--- config.mk ---
export PLATFORM = sky130hd
export DESIGN_NAME = psw_window
export DESIGN_NICKNAME = d
export VERILOG_FILES = /design/src/psw_pkg.sv /design/src/psw_page_reg.sv /design/src/psw_window.sv
export SDC_FILE = /design/constraint.sdc
export NUM_CORES = 1
export LEC_CHECK = 0
export ABC_AREA = 0
export CAP_MARGIN = 30
export CELL_PAD_IN_SITES_DETAIL_PLACEMENT = 1
export CELL_PAD_IN_SITES_GLOBAL_PLACEMENT = 1
export CORE_ASPECT_RATIO = 1.2
export CORE_UTILIZATION = 35
export DETAILED_ROUTE_END_ITERATION = 8
export DONT_BUFFER_PORTS = 1
export HOLD_SLACK_MARGIN = 0.02
export PLACE_DENSITY = 0.62
export SYNTH_ARGS = -nofsm -noshare
export SYNTH_HDL_FRONTEND = slang
export SYNTH_HIERARCHICAL = 1
export SYNTH_SLANG_ARGS = --single-unit
--- constraint.sdc ---
create_clock -name sys_clk -period 3.2 [get_ports sys_clk]
set_input_delay 0.96 -clock sys_clk [delete_from_list [all_inputs] [get_ports sys_clk]]
set_output_delay 0.96 -clock sys_clk [all_outputs]
set_load 0.01 [all_outputs]
--- src/psw_pkg.sv ---
// Constants for the program space data window block.
// Assumes a 16-bit data path, 24-bit program words and an APB register port.
package psw_pkg;
   // Register indexes; byte address is four times the index
   localparam logic [11:0] PSW_IDX_TABLE_PAGE = 12'h032;
   localparam logic [11:0] PSW_IDX_WINDOW_PAGE = 12'h034;
   localparam logic [11:0] PSW_IDX_CORE_CONTROL = 12'h044;
   localparam logic [11:0] PSW_IDX_STATUS = 12'h046;
   localparam int PSW_BYTES_PER_REG = 4;
   // Reset values
   localparam logic [15:0] PSW_RST_TABLE_PAGE = 16'h0000;
   localparam logic [15:0] PSW_RST_WINDOW_PAGE = 16'h0000;
   localparam logic [15:0] PSW_RST_CORE_CONTROL = 16'h0000;
   // Field positions and masks
   localparam int PSW_WIN_EN_BIT = 2;
   localparam logic [15:0] PSW_CORE_CONTROL_WMASK = 16'h1fff;
   localparam int PSW_EA_SEL_BIT = 15;
   localparam logic [15:0] PSW_WINDOW_BASE = 16'h8000;
   // Extra instruction cycles per windowed access
   localparam logic [1:0] PSW_EXTRA_FULL = 2'h2;
   localparam logic [1:0] PSW_EXTRA_MOVE = 2'h1;
   localparam logic [1:0] PSW_EXTRA_NONE = 2'h0;
   // Access engine states
   typedef enum logic [1:0] {
      PSW_IDLE = 2'b00,
      PSW_DATA = 2'b01,
      PSW_PROG = 2'b10
   } psw_state_t;
endpackage

--- src/psw_page_reg.sv ---
// Page pointer register: low byte stored, upper byte reads zero.
// Assumes a single-cycle write strobe from the register port.
`timescale 1ns/10ps
`default_nettype none
module psw_page_reg #(
   parameter logic [15:0] RST_VAL = 16'h0000
) (
   input wire logic sys_clk,
   input wire logic sys_rst,
   input wire logic wr_en,
   input wire logic [7:0] wr_data,
   output logic [15:0] value
);
   logic [7:0] page_reg;

   // Low byte store, synchronous reset
   always_ff @(posedge sys_clk) begin
      if (sys_rst) begin
         page_reg <= RST_VAL[7:0];
      end else if (wr_en) begin
         page_reg <= wr_data;
      end
   end

   // RULE8 upper byte zero
   assign value = {8'h00, page_reg};
endmodule
`default_nettype wire

--- src/psw_window.sv ---
// Program space data window: redirects high data addresses onto the program bus.
// Assumes memories return read data in the same cycle as their request strobe,
// and a CPU that holds off a new access until the done pulse.
//
// Function
// RULE1 - Windowed operand fetch adds two instruction cycles normally.
// RULE2 - Move instructions through the window add only one cycle.
// RULE3 - Added cycles are spent fetching on the program memory bus.
// RULE4 - Middle repeat-loop iterations add no cycles.
// RULE5 - First and last repeat iterations add two cycles.
// RULE6 - Iteration before interrupt exit of repeat adds two cycles.
// RULE7 - First iteration resuming repeat after interrupt adds two cycles.
// RULE8 - Both page pointers keep low byte only, upper zero, reset zero.
// RULE9 - Self programming uses table writes; serial programming is external.
// RULE10 - Window works only while core control bit 2 is set.
// RULE11 - Addresses at or above 0x8000 go to program memory when enabled.
// RULE12 - Program address is page byte joined to fifteen low address bits.
// RULE13 - Window returns low 16 bits; address bit 0 selects byte.
//
// The implementer's own choice: the APB slave port.
`timescale 1ns/10ps
`default_nettype none
module psw_window (
   input wire logic sys_clk,
   input wire logic sys_rst,
   // APB slave
   input wire logic psel,
   input wire logic penable,
   input wire logic pwrite,
   input wire logic [15:0] paddr,
   input wire logic [31:0] pwdata,
   output logic [31:0] prdata,
   output logic pready,
   output logic pslverr,
   // CPU data access request
   input wire logic cpu_req,
   input wire logic [15:0] cpu_addr,
   input wire logic cpu_byte,
   input wire logic cpu_is_move,
   input wire logic cpu_in_repeat,
   input wire logic cpu_rep_first,
   input wire logic cpu_rep_last,
   input wire logic cpu_irq_exit,
   input wire logic cpu_rep_resume,
   output logic [15:0] cpu_rdata,
   output logic cpu_done,
   output logic cpu_busy,
   // Data memory bus
   output logic dm_req,
   output logic [15:0] dm_addr,
   input wire logic [15:0] dm_rdata,
   // Program memory read bus
   output logic pm_req,
   output logic [22:0] pm_addr,
   input wire logic [23:0] pm_rdata,
   // Table write instruction and program write bus
   input wire logic tbl_wr_req,
   input wire logic [15:0] tbl_wr_addr,
   input wire logic [15:0] tbl_wr_data,
   input wire logic tbl_wr_high,
   output logic pm_wr_req,
   output logic [22:0] pm_wr_addr,
   output logic [15:0] pm_wr_data,
   output logic pm_wr_high
);
   import psw_pkg::*;

   psw_state_t state_reg;
   logic [15:0] core_control_reg;
   logic [15:0] table_page;
   logic [15:0] window_page;
   logic [1:0] extra_reg;
   logic [1:0] extra_next;
   logic byte_reg;
   logic lo_sel_reg;
   logic last_win_reg;
   logic [1:0] last_extra_reg;
   logic [11:0] reg_idx;
   logic addr_ok;
   logic setup;
   logic wr_hit;
   logic win_hit;
   logic rep_middle;
   logic [31:0] rd_mux;
   logic [15:0] pm_word;
   logic take;
   logic finish;

   // Register index decode: byte address is four times the index
   assign reg_idx = paddr[13:2];
   assign addr_ok = (paddr[1:0] == 2'h0) && (paddr[15:14] == 2'h0) &&
      ((reg_idx == PSW_IDX_TABLE_PAGE) || (reg_idx == PSW_IDX_WINDOW_PAGE) ||
       (reg_idx == PSW_IDX_CORE_CONTROL) || (reg_idx == PSW_IDX_STATUS));
   assign setup = psel && !penable;
   assign wr_hit = psel && penable && pready && pwrite && addr_ok;

   // One wait-free access phase; ready and error come from flops
   always_ff @(posedge sys_clk) begin
      if (sys_rst) begin
         pready <= 1'b0;
         pslverr <= 1'b0;
      end else begin
         pready <= setup;
         pslverr <= setup && !addr_ok;
      end
   end

   // Read data captured in the setup cycle, zero outside the access phase
   always_ff @(posedge sys_clk) begin
      if (sys_rst) begin
         prdata <= 32'h0000_0000;
      end else begin
         prdata <= (setup && !pwrite && addr_ok) ? rd_mux : 32'h0000_0000;
      end
   end

   // Read multiplexer
   always_comb begin
      rd_mux = 32'h0000_0000;
      case (reg_idx)
         PSW_IDX_TABLE_PAGE: rd_mux = {16'h0000, table_page};
         PSW_IDX_WINDOW_PAGE: rd_mux = {16'h0000, window_page};
         PSW_IDX_CORE_CONTROL: rd_mux = {16'h0000, core_control_reg};
         PSW_IDX_STATUS: rd_mux = {28'h0000000, last_extra_reg, last_win_reg, cpu_busy};
         default: rd_mux = 32'h0000_0000;
      endcase
   end

   // RULE8 page pointers
   psw_page_reg #(.RST_VAL(PSW_RST_TABLE_PAGE)) u_table_page (
      .sys_clk(sys_clk),
      .sys_rst(sys_rst),
      .wr_en(wr_hit && (reg_idx == PSW_IDX_TABLE_PAGE)),
      .wr_data(pwdata[7:0]),
      .value(table_page)
   );
   psw_page_reg #(.RST_VAL(PSW_RST_WINDOW_PAGE)) u_window_page (
      .sys_clk(sys_clk),
      .sys_rst(sys_rst),
      .wr_en(wr_hit && (reg_idx == PSW_IDX_WINDOW_PAGE)),
      .wr_data(pwdata[7:0]),
      .value(window_page)
   );

   // Core control register; top three bits unimplemented
   always_ff @(posedge sys_clk) begin
      if (sys_rst) begin
         core_control_reg <= PSW_RST_CORE_CONTROL;
      end else if (wr_hit && (reg_idx == PSW_IDX_CORE_CONTROL)) begin
         core_control_reg <= pwdata[15:0] & PSW_CORE_CONTROL_WMASK;
      end
   end

   // RULE10 RULE11 window decode
   assign win_hit = core_control_reg[PSW_WIN_EN_BIT] && (cpu_addr >= PSW_WINDOW_BASE);

   // RULE4 middle iteration test
   assign rep_middle = cpu_in_repeat && !cpu_rep_first && !cpu_rep_last &&
      !cpu_irq_exit && !cpu_rep_resume;

   // Extra cycle cost of a windowed access
   always_comb begin
      extra_next = PSW_EXTRA_FULL; // RULE1 two extra cycles
      if (rep_middle) begin
         // RULE4 no overhead
         extra_next = PSW_EXTRA_NONE;
      end else if (cpu_is_move && !cpu_in_repeat) begin
         // RULE2 move costs one
         extra_next = PSW_EXTRA_MOVE;
      end
      // RULE5 RULE6 RULE7 full cost otherwise
   end

   // RULE13 low word, byte select
   assign pm_word = pm_rdata[15:0];

   // Access accepted, and last cycle of the access in progress
   assign take = (state_reg == PSW_IDLE) && cpu_req;
   assign finish = (state_reg == PSW_DATA) ||
      ((state_reg == PSW_PROG) && (extra_reg == 2'h0));

   // Access sequencing
   always_ff @(posedge sys_clk) begin
      if (sys_rst) begin
         state_reg <= PSW_IDLE;
      end else begin
         case (state_reg)
            PSW_IDLE: begin
               if (cpu_req && win_hit) begin
                  // RULE3 fetch on program bus
                  state_reg <= PSW_PROG;
               end else if (cpu_req) begin
                  // RULE11 low addresses to data memory
                  state_reg <= PSW_DATA;
               end
            end
            PSW_DATA: begin
               state_reg <= PSW_IDLE;
            end
            PSW_PROG: begin
               if (extra_reg == 2'h0) begin
                  state_reg <= PSW_IDLE;
               end
            end
            default: begin
               state_reg <= PSW_IDLE;
            end
         endcase
      end
   end

   // Added cycle counter, loaded with the cost of a windowed access
   always_ff @(posedge sys_clk) begin
      if (sys_rst) begin
         extra_reg <= 2'h0;
      end else if (take && win_hit) begin
         extra_reg <= extra_next;
      end else if ((state_reg == PSW_PROG) && (extra_reg != 2'h0)) begin
         extra_reg <= extra_reg - 2'h1;
      end
   end

   // Byte mode and byte lane captured at the take
   always_ff @(posedge sys_clk) begin
      if (sys_rst) begin
         byte_reg <= 1'b0;
         lo_sel_reg <= 1'b0;
      end else if (take) begin
         byte_reg <= cpu_byte;
         lo_sel_reg <= cpu_addr[0];
      end
   end

   // Data memory request, one cycle long
   always_ff @(posedge sys_clk) begin
      if (sys_rst) begin
         dm_req <= 1'b0;
         dm_addr <= 16'h0000;
      end else begin
         dm_req <= take && !win_hit;
         if (take && !win_hit) begin
            dm_addr <= cpu_addr;
         end
      end
   end

   // RULE3 program bus held while counting
   always_ff @(posedge sys_clk) begin
      if (sys_rst) begin
         pm_req <= 1'b0;
         pm_addr <= 23'h000000;
      end else if (take && win_hit) begin
         pm_req <= 1'b1;
         // RULE12 page joined to low bits
         pm_addr <= {window_page[7:0], cpu_addr[PSW_EA_SEL_BIT-1:0]};
      end else if ((state_reg != PSW_PROG) || (extra_reg == 2'h0)) begin
         pm_req <= 1'b0;
      end
   end

   // Done pulse and busy level; a stray state code drops busy
   always_ff @(posedge sys_clk) begin
      if (sys_rst) begin
         cpu_done <= 1'b0;
         cpu_busy <= 1'b0;
      end else begin
         cpu_done <= finish;
         cpu_busy <= take || ((state_reg == PSW_PROG) && (extra_reg != 2'h0));
      end
   end

   // Read data returned to the core, held until the next done
   always_ff @(posedge sys_clk) begin
      if (sys_rst) begin
         cpu_rdata <= 16'h0000;
      end else if (state_reg == PSW_DATA) begin
         cpu_rdata <= !byte_reg ? dm_rdata :
            (lo_sel_reg ? {8'h00, dm_rdata[15:8]} : {8'h00, dm_rdata[7:0]});
      end else if ((state_reg == PSW_PROG) && (extra_reg == 2'h0)) begin
         // RULE13 byte select
         cpu_rdata <= !byte_reg ? pm_word :
            (lo_sel_reg ? {8'h00, pm_word[15:8]} : {8'h00, pm_word[7:0]});
      end
   end

   // Status of the last access taken
   always_ff @(posedge sys_clk) begin
      if (sys_rst) begin
         last_win_reg <= 1'b0;
         last_extra_reg <= 2'h0;
      end else if (take) begin
         last_win_reg <= win_hit;
         last_extra_reg <= win_hit ? extra_next : PSW_EXTRA_NONE;
      end
   end

   // RULE9 table writes drive program programming
   always_ff @(posedge sys_clk) begin
      if (sys_rst) begin
         pm_wr_req <= 1'b0;
         pm_wr_addr <= 23'h000000;
         pm_wr_data <= 16'h0000;
         pm_wr_high <= 1'b0;
      end else begin
         pm_wr_req <= tbl_wr_req;
         if (tbl_wr_req) begin
            pm_wr_addr <= {table_page[7:0], tbl_wr_addr[PSW_EA_SEL_BIT:1]};
            pm_wr_data <= tbl_wr_data;
            pm_wr_high <= tbl_wr_high;
         end
      end
   end
endmodule
`default_nettype wire

# == Yosys cells after proc, flatten, opt, wreduce, memory -nomap -nowiden ==
# Cells that the tools add are included.
# op_classes
add_sub_neg,1
n_lt_le_gt_ge,1
n_eq_ne,9
n_mux,18
n_bitwise,1
n_reduce_logical,50
# ops
op,count
$mux 16,4
$pmux 13 s4,1
$logic_and 1x1->1,25
$eq 12x6->1 const B,2
$eq 12x7->1 const B,2
$ge 16x16->1 const B,1
$mux 2,8
$mux 8,2
$logic_not 1->1,9
$logic_not 2->1,4
$reduce_bool 2->1,4
$logic_or 1x1->1,6
$pmux 2 s2,1
$ne 3x2->1 const B,1
$eq 2x1->1 const B,1
$eq 2x2->1 const B,1
$mux 1,2
$ne 2x1->1 const B,1
$ne 2x2->1 const B,1
$reduce_and 2->1,1
$reduce_or 2->1,1
$sub 2x1->2 const B,1
$not 1->1,1
# totals
regBits,172
inputBits,151
out_inout_bits,134
wordCells,103

# == Logic depth before layout (Yosys ltp) ==
# Gate-level depths: netlist (run 1).
# depth
word_depth,8
depth_mapped,9
depth_no_buf,6

# == Cells and area by module ==
# The synthesis (run 1) kept the hierarchy.
# modules_own_cells
mod,instances,cells_per_inst,area_each_um2,seq_area_each_um2
psw_window,1,594,5674.2,2802.7
psw_page_reg,2,35,349.1,160.2

# == Least setup slack after synthesis (run 1) ==
# Ideal clock, no wire load.
# synth_timing
kind,input port to flip-flop
from,in paddr[9]
to,reg u_table_page.page_reg[0]
setup_ps,124
arrival_time_ps,2718
required_time_ps,3076
slack_ps,357
path_stages,7
path_buffers,2
cell_sequence,or4_4 nor4_2 buf_2 nor2b_1 buf_6 mux2i_1 nor2_1
# synth_between
elab_chain_cells,7
word_cells_on_any_way,10
cone_classes,eq/ne (4); reduce/logical (6)
# synth_lines
item,line_no,text
"start, declared",psw_window.sv:30,"input wire logic [15:0] paddr,"
"$eq 12x6->1, on equally long branches","psw_window.sv:92, psw_window.sv:133",
$logic_or 1x1->1 (2 in series),psw_window.sv:92,((reg_idx == PSW_IDX_TABLE_PAGE) || (reg_idx == PSW_IDX_WINDOW_PAGE) ||
$logic_or 1x1->1,psw_window.sv:93,(reg_idx == PSW_IDX_CORE_CONTROL) || (reg_idx == PSW_IDX_STATUS));
$logic_and 1x1->1,psw_window.sv:91,assign addr_ok = (paddr[1:0] == 2'h0) && (paddr[15:14] == 2'h0) &&
$logic_and 1x1->1,psw_window.sv:95,assign wr_hit = psel && penable && pready && pwrite && addr_ok;
$logic_and 1x1->1 *,psw_window.sv:133,".wr_en(wr_hit && (reg_idx == PSW_IDX_TABLE_PAGE)),"
"end signal, assigned",psw_page_reg.sv:19,page_reg <= RST_VAL[7:0];
"end signal, assigned",psw_page_reg.sv:21,page_reg <= wr_data;
"end, declared",psw_page_reg.sv:14,logic [7:0] page_reg;
# Every way passes the cells marked *; elsewhere a longest branch is shown, timed or not.
# A chain may end at the register's enable or synchronous reset.

# == Final worst setup path (run 1) ==
# layout_timing
from,in paddr[9]
to,reg u_window_page.page_reg[7]
# layout_between
elab_chain_cells,7
word_cells_on_any_way,10
cone_classes,eq/ne (4); reduce/logical (6)
# layout_lines
item,line_no,text
"$eq 12x6->1, on equally long branches","psw_window.sv:92, psw_window.sv:140",
$logic_or 1x1->1 (2 in series),psw_window.sv:92,
$logic_or 1x1->1,psw_window.sv:93,
$logic_and 1x1->1,psw_window.sv:91,
$logic_and 1x1->1,psw_window.sv:95,
$logic_and 1x1->1 *,psw_window.sv:140,".wr_en(wr_hit && (reg_idx == PSW_IDX_WINDOW_PAGE)),"
"end signal, assigned",psw_page_reg.sv:19,
"end signal, assigned",psw_page_reg.sv:21,
"end, declared",psw_page_reg.sv:14,
# Marked as above.

==> results of run 1 <==
-- area by class of cell --
cell class | instances | area share, %
inverters | 3 | 0.161
clock buffers | 20 | 6.38
well taps | 220 | 3.93
clock inverters | 12 | 1.66
multi-input cells | 460 | 41.7
flip-flops and latches | 156 | 44.6
repair buffers | 15 | 1.61
-- per-stage QoR --
step,std cells,util (%),cell area [µm²]
5_1_grt,886,39.7,7000
2_1_floorplan,693,-,6480
4_1_cts,886,39.7,7000
3_3_place_gp,854,36.5,6440
6_report,886,39.7,7000
3_5_place_dp,854,36.5,6440
-- routing by layer --
metal	global-route usage, %	share of wire, %
met1	19.3	40
met2	30.0	49
met3	7.87	9.5
met4	5.49	0.82
met5	0	0
-- power by group --
group	switching [mW]	internal [mW]
clock network	0.809	1.10
registers	0.0614	2.00
logic	0.0816	0.0864
total	0.952	3.18
-- cell families (layout without fill, tap and decap cells) --
logic type	count (synthesis)	after routing	synth area share [%]
flops	156	156	49.0
simple gates	240	240	17.8
buf+inv	77	50	6.89
other cells	3	32	0.177
mux	87	87	15.3
fa+ha+maj	1	1	0.196
xor+xnor	1	1	0.137
compound gates	99	99	10.5
-- cells in the mapped netlist, types with 2 or more instances --
master                       n
sky130_fd_sc_hd__a21oi_1    51
sky130_fd_sc_hd__or3b_2      2
sky130_fd_sc_hd__and2_1      3
sky130_fd_sc_hd__buf_1       4
sky130_fd_sc_hd__buf_6       3
sky130_fd_sc_hd__and3_1      2
sky130_fd_sc_hd__buf_2       6
sky130_fd_sc_hd__mux2_2      2
sky130_fd_sc_hd__a211o_1     2
sky130_fd_sc_hd__a22o_1     27
sky130_fd_sc_hd__nand2_1    90
sky130_fd_sc_hd__nand3_1     5
sky130_fd_sc_hd__nor4_1      2
sky130_fd_sc_hd__mux2i_1    77
sky130_fd_sc_hd__nor2b_1     3
sky130_fd_sc_hd__or3_1       9
sky130_fd_sc_hd__o211ai_1    2
sky130_fd_sc_hd__a22oi_1     9
sky130_fd_sc_hd__dfxtp_1   156
sky130_fd_sc_hd__nor2_1     80
sky130_fd_sc_hd__buf_4      32
sky130_fd_sc_hd__conb_1      3
sky130_fd_sc_hd__a32oi_1     3
sky130_fd_sc_hd__mux4_2      8
sky130_fd_sc_hd__nor3_1      2
sky130_fd_sc_hd__nand2b_1   28
sky130_fd_sc_hd__inv_1       3
sky130_fd_sc_hd__a222oi_1    2
sky130_fd_sc_hd__nand3b_1    2
sky130_fd_sc_hd__clkbuf_1   29
sky130_fd_sc_hd__nor3b_1     4
-- layout by cell type (no fill, tap or decap), types with 4 or more instances in the layout --
cell type / count
sky130_fd_sc_hd__dfxtp_1: 156
sky130_fd_sc_hd__nand2_1: 90
sky130_fd_sc_hd__nor2_1: 80
sky130_fd_sc_hd__mux2i_1: 77
sky130_fd_sc_hd__a21oi_1: 51
sky130_fd_sc_hd__conb_1: 32
sky130_fd_sc_hd__nand2b_1: 28
sky130_fd_sc_hd__a22o_1: 27
sky130_fd_sc_hd__clkbuf_16: 17
sky130_fd_sc_hd__buf_4: 15
sky130_fd_sc_hd__or3_1: 9
sky130_fd_sc_hd__a22oi_1: 9
sky130_fd_sc_hd__mux4_2: 8
sky130_fd_sc_hd__nand3_1: 5
sky130_fd_sc_hd__clkinv_4: 5
sky130_fd_sc_hd__nor3b_1: 4
-- worst max path at each step --
stage,startpoint,to,slack (ns)
6_report,paddr[9],u_window_page/page_reg[7],0.91
5_1_grt,paddr[9],u_window_page/page_reg[6],0.79
4_1_cts,paddr[9],u_window_page/page_reg[2],0.92
3_5_place_dp,paddr[9],u_window_page/page_reg[6],0.48
3_3_place_gp,paddr[9],u_window_page/page_reg[5],0.49
2_1_floorplan,paddr[9],u_table_page/page_reg[0],0.36
-- critical path, stage by stage --
cell and delay, ns:
sky130_fd_sc_hd__or4_4 0.58, sky130_fd_sc_hd__nor2_1 0.37, sky130_fd_sc_hd__nand2_1 0.11, sky130_fd_sc_hd__nor2_1 0.11, sky130_fd_sc_hd__buf_4 0.21, sky130_fd_sc_hd__mux2i_1 0.21, sky130_fd_sc_hd__nor2_1 0.05
==> results_dict.tcl, run 1 <==
set metrics [dict create \
    tritoncts.num_buffers 17 \
    detailed_place_hpwl_mm 12.0 \
    post-synth-top-area-fraction_pct 49.0 \
    maximum_number_of_pins_on_one_net_before_global_route_repair 137 \
    detail_route.vias_per_cell 5.21 \
    final-hold-violation-count 0 \
    dr.pass1.iters 6 \
    worstHoldStart "lo_sel_reg" \
    routed_wirelength_mm 16.5 \
    worst_hold_path.num_cells 2 \
    regToRegEndpoint "cpu_rdata[8]" \
    grt-ovfl-total 0 \
    critical_path.max_fanout 8 \
    critical_path.startpoint_type "input pin" \
    power.static_leakage_nw 2.63 \
    worst_hold_path_type "reg2reg" \
    synth_top_cells_by_area "sky130_fd_sc_hd__dfxtp_1, sky130_fd_sc_hd__mux2i_1, sky130_fd_sc_hd__nand2_1" \
    rows 53 \
    floorplan.core_area_um2 17600 \
    endpoint_of_the_worst_hold_timing_path "lo_sel_reg" \
    finalWorstPathRequiredPeriod_ns 2.29 \
    worstReg2RegStart "state_reg[1]" \
    yosysWarningCount 6 \
    clk_transition_reported_paths_ns 0.06 \
    skew_ns 0.00749 \
    final-setup-viol-count 0 \
    end_kind "flop" \
    via_count 4615 \
    worst_ir_drop_vdd_v 0.000342 \
    cts.sinks 156 \
    combined_area_of_all_synthesized_cells_um2 6370 \
    timing.fmax_mhz 436 \
    grt_antenna_before_repair 0 \
    tightest_slew_ns 0.804 \
    regArea_um2 3120 \
    hold_buffers 0 \
    synth_cell_type_count 44 \
    clkLatencyLatePin_ns 0.42 \
    violations "design-rule violations" \
    setup_repair_after_global_routing_missed_its_margin "no" \
    max_transition_viols_final 0 \
    multi_input_area_um2 2920 \
    root_buffer "sky130_fd_sc_hd__clkbuf_16" \
    max_slew_margin_pct 46.4 \
    pin_count 285 \
    dieWidth_um 125 \
    status "complete, but fails checks" \
    h-tree-depth 4 \
    ff2ff_path_depth 5 \
    drive_gt1_share_pct 9.46 \
    drt-initial-drc-count 202 \
    detailedPlace.worstSlack_ns 0.481 \
    grt_pass1_vias 4752 \
    cp.required_ns 3.51 \
    synth.largest_area_cell "sky130_fd_sc_hd__dfxtp_1" \
    route.detailed.drc 38 \
    die_h_um 150 \
    finalHoldWorstSlack_ns 0.456 \
    worst-r2r-setup-slack_ns 1.18 \
    synthesis.area_per_instance_um2 9.60 \
    cap_viol_max_count 0 \
    arrival_time_at_the_worst_endpoint_ns 2.60 \
    timing.setup.critical_path_class "in2reg" \
    layout_setup_ws_ns 0.907 \
    wire_length_of_the_first_global_routing_pass_mm 25.5 \
    place_congestion 0.748 \
    global_route.usage.total_pct 17.5 \
    final_net_count 805 \
    drt.antenna.violating_nets 0 \
    edff_count_synth 0 \
    postCtsSetupRepairBufs 0 \
    area_of_the_die_um2 18800 \
    async_reset_ff_share_pct 0 \
    design_power_total_mw 4.13 \
    synth-main-ff-cell "sky130_fd_sc_hd__dfxtp_1" \
    timing.setup.tns_ns 0 \
    cts.repair.resized 0 \
    antennaDiodeCount 0 \
    cts_buffer_depth 2 \
    largest_registers "pm_addr x23, pm_wr_addr x23" \
    initial_core_util_pct 36.1 \
    layout.filler_cells 2007 \
    area_overhead_vs_synth_pct 9.92 \
    powerDensity_nw_per_um2 590 \
    avgRoutedWirePerCell_um 18.6 \
    port_buffers 0 \
    ys_seq_area_share_pct 49.0 \
    post_synthesis_instance_total 664 \
    min_period_over_period_pct 71.7 \
    synth-seq-cells 156 \
    tritoncts "yes" \
]
Power figures use the tool's default switching activity.
==> inputs of run 2 (changes only) <==
- ABC_AREA: 0 -> 1
- PLACE_DENSITY: 0.62 -> 0.67
- clock period: 3.2 -> 2 ns (I/O delays scaled with it)
==> run 2 against run 1 <==
The flow now finishes without violations. Hold slack worse by 0.21 ns. Flip-flop and latch count unchanged. Die area up 4.2%. Sequential share of layout area down 2.4 points. Critical path depth down 2. Via count up 19%. Register-to-register slack worse by 0.79 ns. Utilization up 0.56 points. Synthesized cell count up 37%. Wire length up 13%. Global-route usage up 1.7 points. First-iteration DRC count up 14%.
==> results_dict.tcl, run 2 <==
set metrics [dict create \
    crit_start "byte_reg" \
    hold_buffers 0 \
    async_reset_ff_share_pct 0 \
    dieWidth_um 128 \
    worstReg2RegStart "byte_reg" \
    crit_chain "nand2_1, o21ai_0, o21ai_0, o21bai_1, inv_1" \
    regToRegEndpoint "cpu_rdata[6]" \
    cts.sinks 156 \
    die_h_um 153 \
    dr.pass1.iters 6 \
    end_kind "flop" \
    critPathMostFrequentCell "sky130_fd_sc_hd__o21ai_0" \
    crit_buf_inv 1 \
    routed_length_on_met2_mm 9.23 \
    worst_ir_drop_vdd_v 0.000638 \
    final_core_util_pct 40.3 \
    rows 54 \
    synth_top_cells_by_area "sky130_fd_sc_hd__dfxtp_1, sky130_fd_sc_hd__nor2_1, sky130_fd_sc_hd__o21ai_0" \
    layout_commonest_cell "sky130_fd_sc_hd__nor2_1" \
    final_net_count 1057 \
    powerDensity_nw_per_um2 957 \
    topRoutingLayerUsed "met4" \
    detail_route.vias_per_cell 4.72 \
    tritoncts "yes" \
    timing.setup.tns_ns 0 \
    grt-ovfl-total 0 \
    yosysWarningCount 6 \
    timing.fmax_mhz 619 \
    global_route.usage.total_pct 19.2 \
    largest_registers "pm_addr x23, pm_wr_addr x23" \
    final-setup-viol-count 0 \
    worstHoldStart "sys_rst" \
    root_buffer "sky130_fd_sc_hd__clkbuf_16" \
    grt_antenna_before_repair 0 \
    clkLatencyLatePin_ns 0.42 \
    route.detailed.drc 0 \
    final-hold-violation-count 0 \
    drive_gt1_share_pct 10.0 \
    synth.largest_area_cell "sky130_fd_sc_hd__dfxtp_1" \
    tritoncts.num_buffers 17 \
    synth_cell_type_count 32 \
    place_congestion 0.722 \
    critical_path.startpoint_type "flop" \
    postCtsSetupRepairBufs 0 \
    skew_ns 0.00894 \
    maximum_number_of_pins_on_one_net_before_global_route_repair 56 \
    combined_area_of_all_synthesized_cells_um2 6640 \
    cp_depth 5 \
    max_transition_viols_final 0 \
    avgRoutedWirePerCell_um 15.9 \
    wl_met1_mm 7.63 \
    cts.repair.resized 0 \
    port_buffers 0 \
    via_count 5513 \
    timing.setup.critical_path_class "reg2reg" \
    area_of_the_die_um2 19500 \
    finalWorstPathRequiredPeriod_ns 1.61 \
    critical_path.max_fanout 20 \
    synth-main-ff-cell "sky130_fd_sc_hd__dfxtp_1" \
    status "finished clean" \
    initial_core_util_pct 36.1 \
    yosys.cell_count.top_type "sky130_fd_sc_hd__nor2_1" \
    critical_path.endpoint "cpu_rdata[6]" \
    min_period_over_period_pct 80.7 \
    power.static_leakage_nw 3.25 \
    drt.antenna.violating_nets 0 \
    layout.cells.most_common_list "sky130_fd_sc_hd__nor2_1, sky130_fd_sc_hd__dfxtp_1, sky130_fd_sc_hd__nand2_1, sky130_fd_sc_hd__o21ai_0, sky130_fd_sc_hd__inv_1" \
    post_synthesis_instance_total 912 \
    detailed_place_hpwl_mm 13.6 \
    routed_wirelength_mm 18.6 \
    worst_hold_path_type "in2reg" \
    family_with_the_most_delay_on_the_worst_path "compound AO/OA/AOI/OAI gates" \
    floorplan.core_area_um2 18400 \
    antennaDiodeCount 0 \
    synth.top_cells.by_count "sky130_fd_sc_hd__nor2_1, sky130_fd_sc_hd__dfxtp_1, sky130_fd_sc_hd__nand2_1" \
    clk_transition_reported_paths_ns 0.07 \
    worst-r2r-setup-slack_ns 0.39 \
    max_slew_margin_pct 64.3 \
    tightest_slew_ns 0.534 \
    cts_buffer_depth 2 \
    arrival_time_at_the_worst_endpoint_ns 1.93 \
    post-synth-top-area-fraction_pct 47.0 \
    synthesis.area_per_instance_um2 7.28 \
    edff_count_synth 0 \
    area_overhead_vs_synth_pct 11.4 \
    timing.critical_path.slowest_stage_cell "sky130_fd_sc_hd__dfxtp_1" \
    synth-seq-cells 156 \
    grt_pass1_vias 5600 \
    met3_wirelength_mm 1.22 \
    wire_length_of_the_first_global_routing_pass_mm 29.2 \
    h-tree-depth 4 \
    cp.required_ns 2.32 \
    ff2ff_path_depth 5 \
    cap_viol_max_count 0 \
    pin_count 285 \
    drt-initial-drc-count 230 \
    critical_path_s_largest_stage_delay_ns 0.48 \
    ys_seq_area_share_pct 47.0 \
    setup_repair_after_global_routing_missed_its_margin "no" \
]
## run 2: cell count changes after synthesis, sizes merged, moves of 27 or more
| cell | delta |
|---|---|
| nor2 | +110 |
| o21ai | +108 |
| inv | +92 |
| mux2i | -77 |
| nand3 | +56 |
| nand2 | +51 |
| nand2b | -28 |
| a22o | -27 |
## run 2: cell type report
type | count | area (µm²)
tap | 252 | 315
multi-input combinational | 613 | 2800
fill | 2348 | 11000
clock inverter | 13 | 178
clock buffer | 18 | 439
sequential | 156 | 3120
timing repair buffer | 22 | 190
inverter | 95 | 357
## run 2: power by group
| part | leakage, nW | internal (mW) | switching, mW |
|---|---|---|---|
| Combinational | 1.67 | 0.115 | 0.230 |
| Sequential | 1.27 | 3.21 | 0.122 |
| Clock | 0.307 | 2.03 | 1.37 |
| Total | 3.25 | 5.36 | 1.72 |
## run 2: how the worst min path moves through the flow
stage / cells after the start / slack (ns) / to
floorplan: 2 / 0.44 / pm_addr[22]
global placement: 2 / 0.45 / core_control_reg[5]
detailed placement: 2 / 0.45 / core_control_reg[8]
CTS: 1 / 0.23 / pm_wr_req
global route: 1 / 0.22 / pm_wr_req
finish: 1 / 0.24 / pm_wr_req
## run 2: per-layer routing
layer	vias to the layer above	track usage [%]
met5	-	0
met4	0	7.96
met3	29	6.13
met2	168	33.6
met1	2521	21.3
li1	2795	-
## run 2: logic make-up (layout without fill, tap and decap cells)
| group | Yosys count | in the layout | synth area share (%) |
|---|---|---|---|
| other | 3 | 32 | 0.170 |
| AO/OA/AOI/OAI | 178 | 178 | 14.0 |
| AND/OR/NAND/NOR | 402 | 402 | 26.2 |
| flip-flops | 156 | 156 | 47.0 |
| buffers and inverters | 172 | 148 | 12.5 |
| adder cells (fa/ha/maj) | 1 | 1 | 0.188 |
## run 2: metrics by stage
stage | instance area (µm²) | total power, mW | setup slack [ns] | hold slack, ns | std cells
6_report | 7400 | 7.08 | 0.385 | 0.242 | 1169
2_1_floorplan | 6750 | 3.71 | 0.111 | 0.444 | 941
5_1_grt | 7400 | 7.36 | 0.153 | 0.223 | 1169
3_5_place_dp | 6780 | 3.75 | 0.0605 | 0.453 | 1138
3_3_place_gp | 6780 | 3.74 | 0.0810 | 0.448 | 1138
4_1_cts | 7400 | 7.18 | 0.371 | 0.225 | 1169
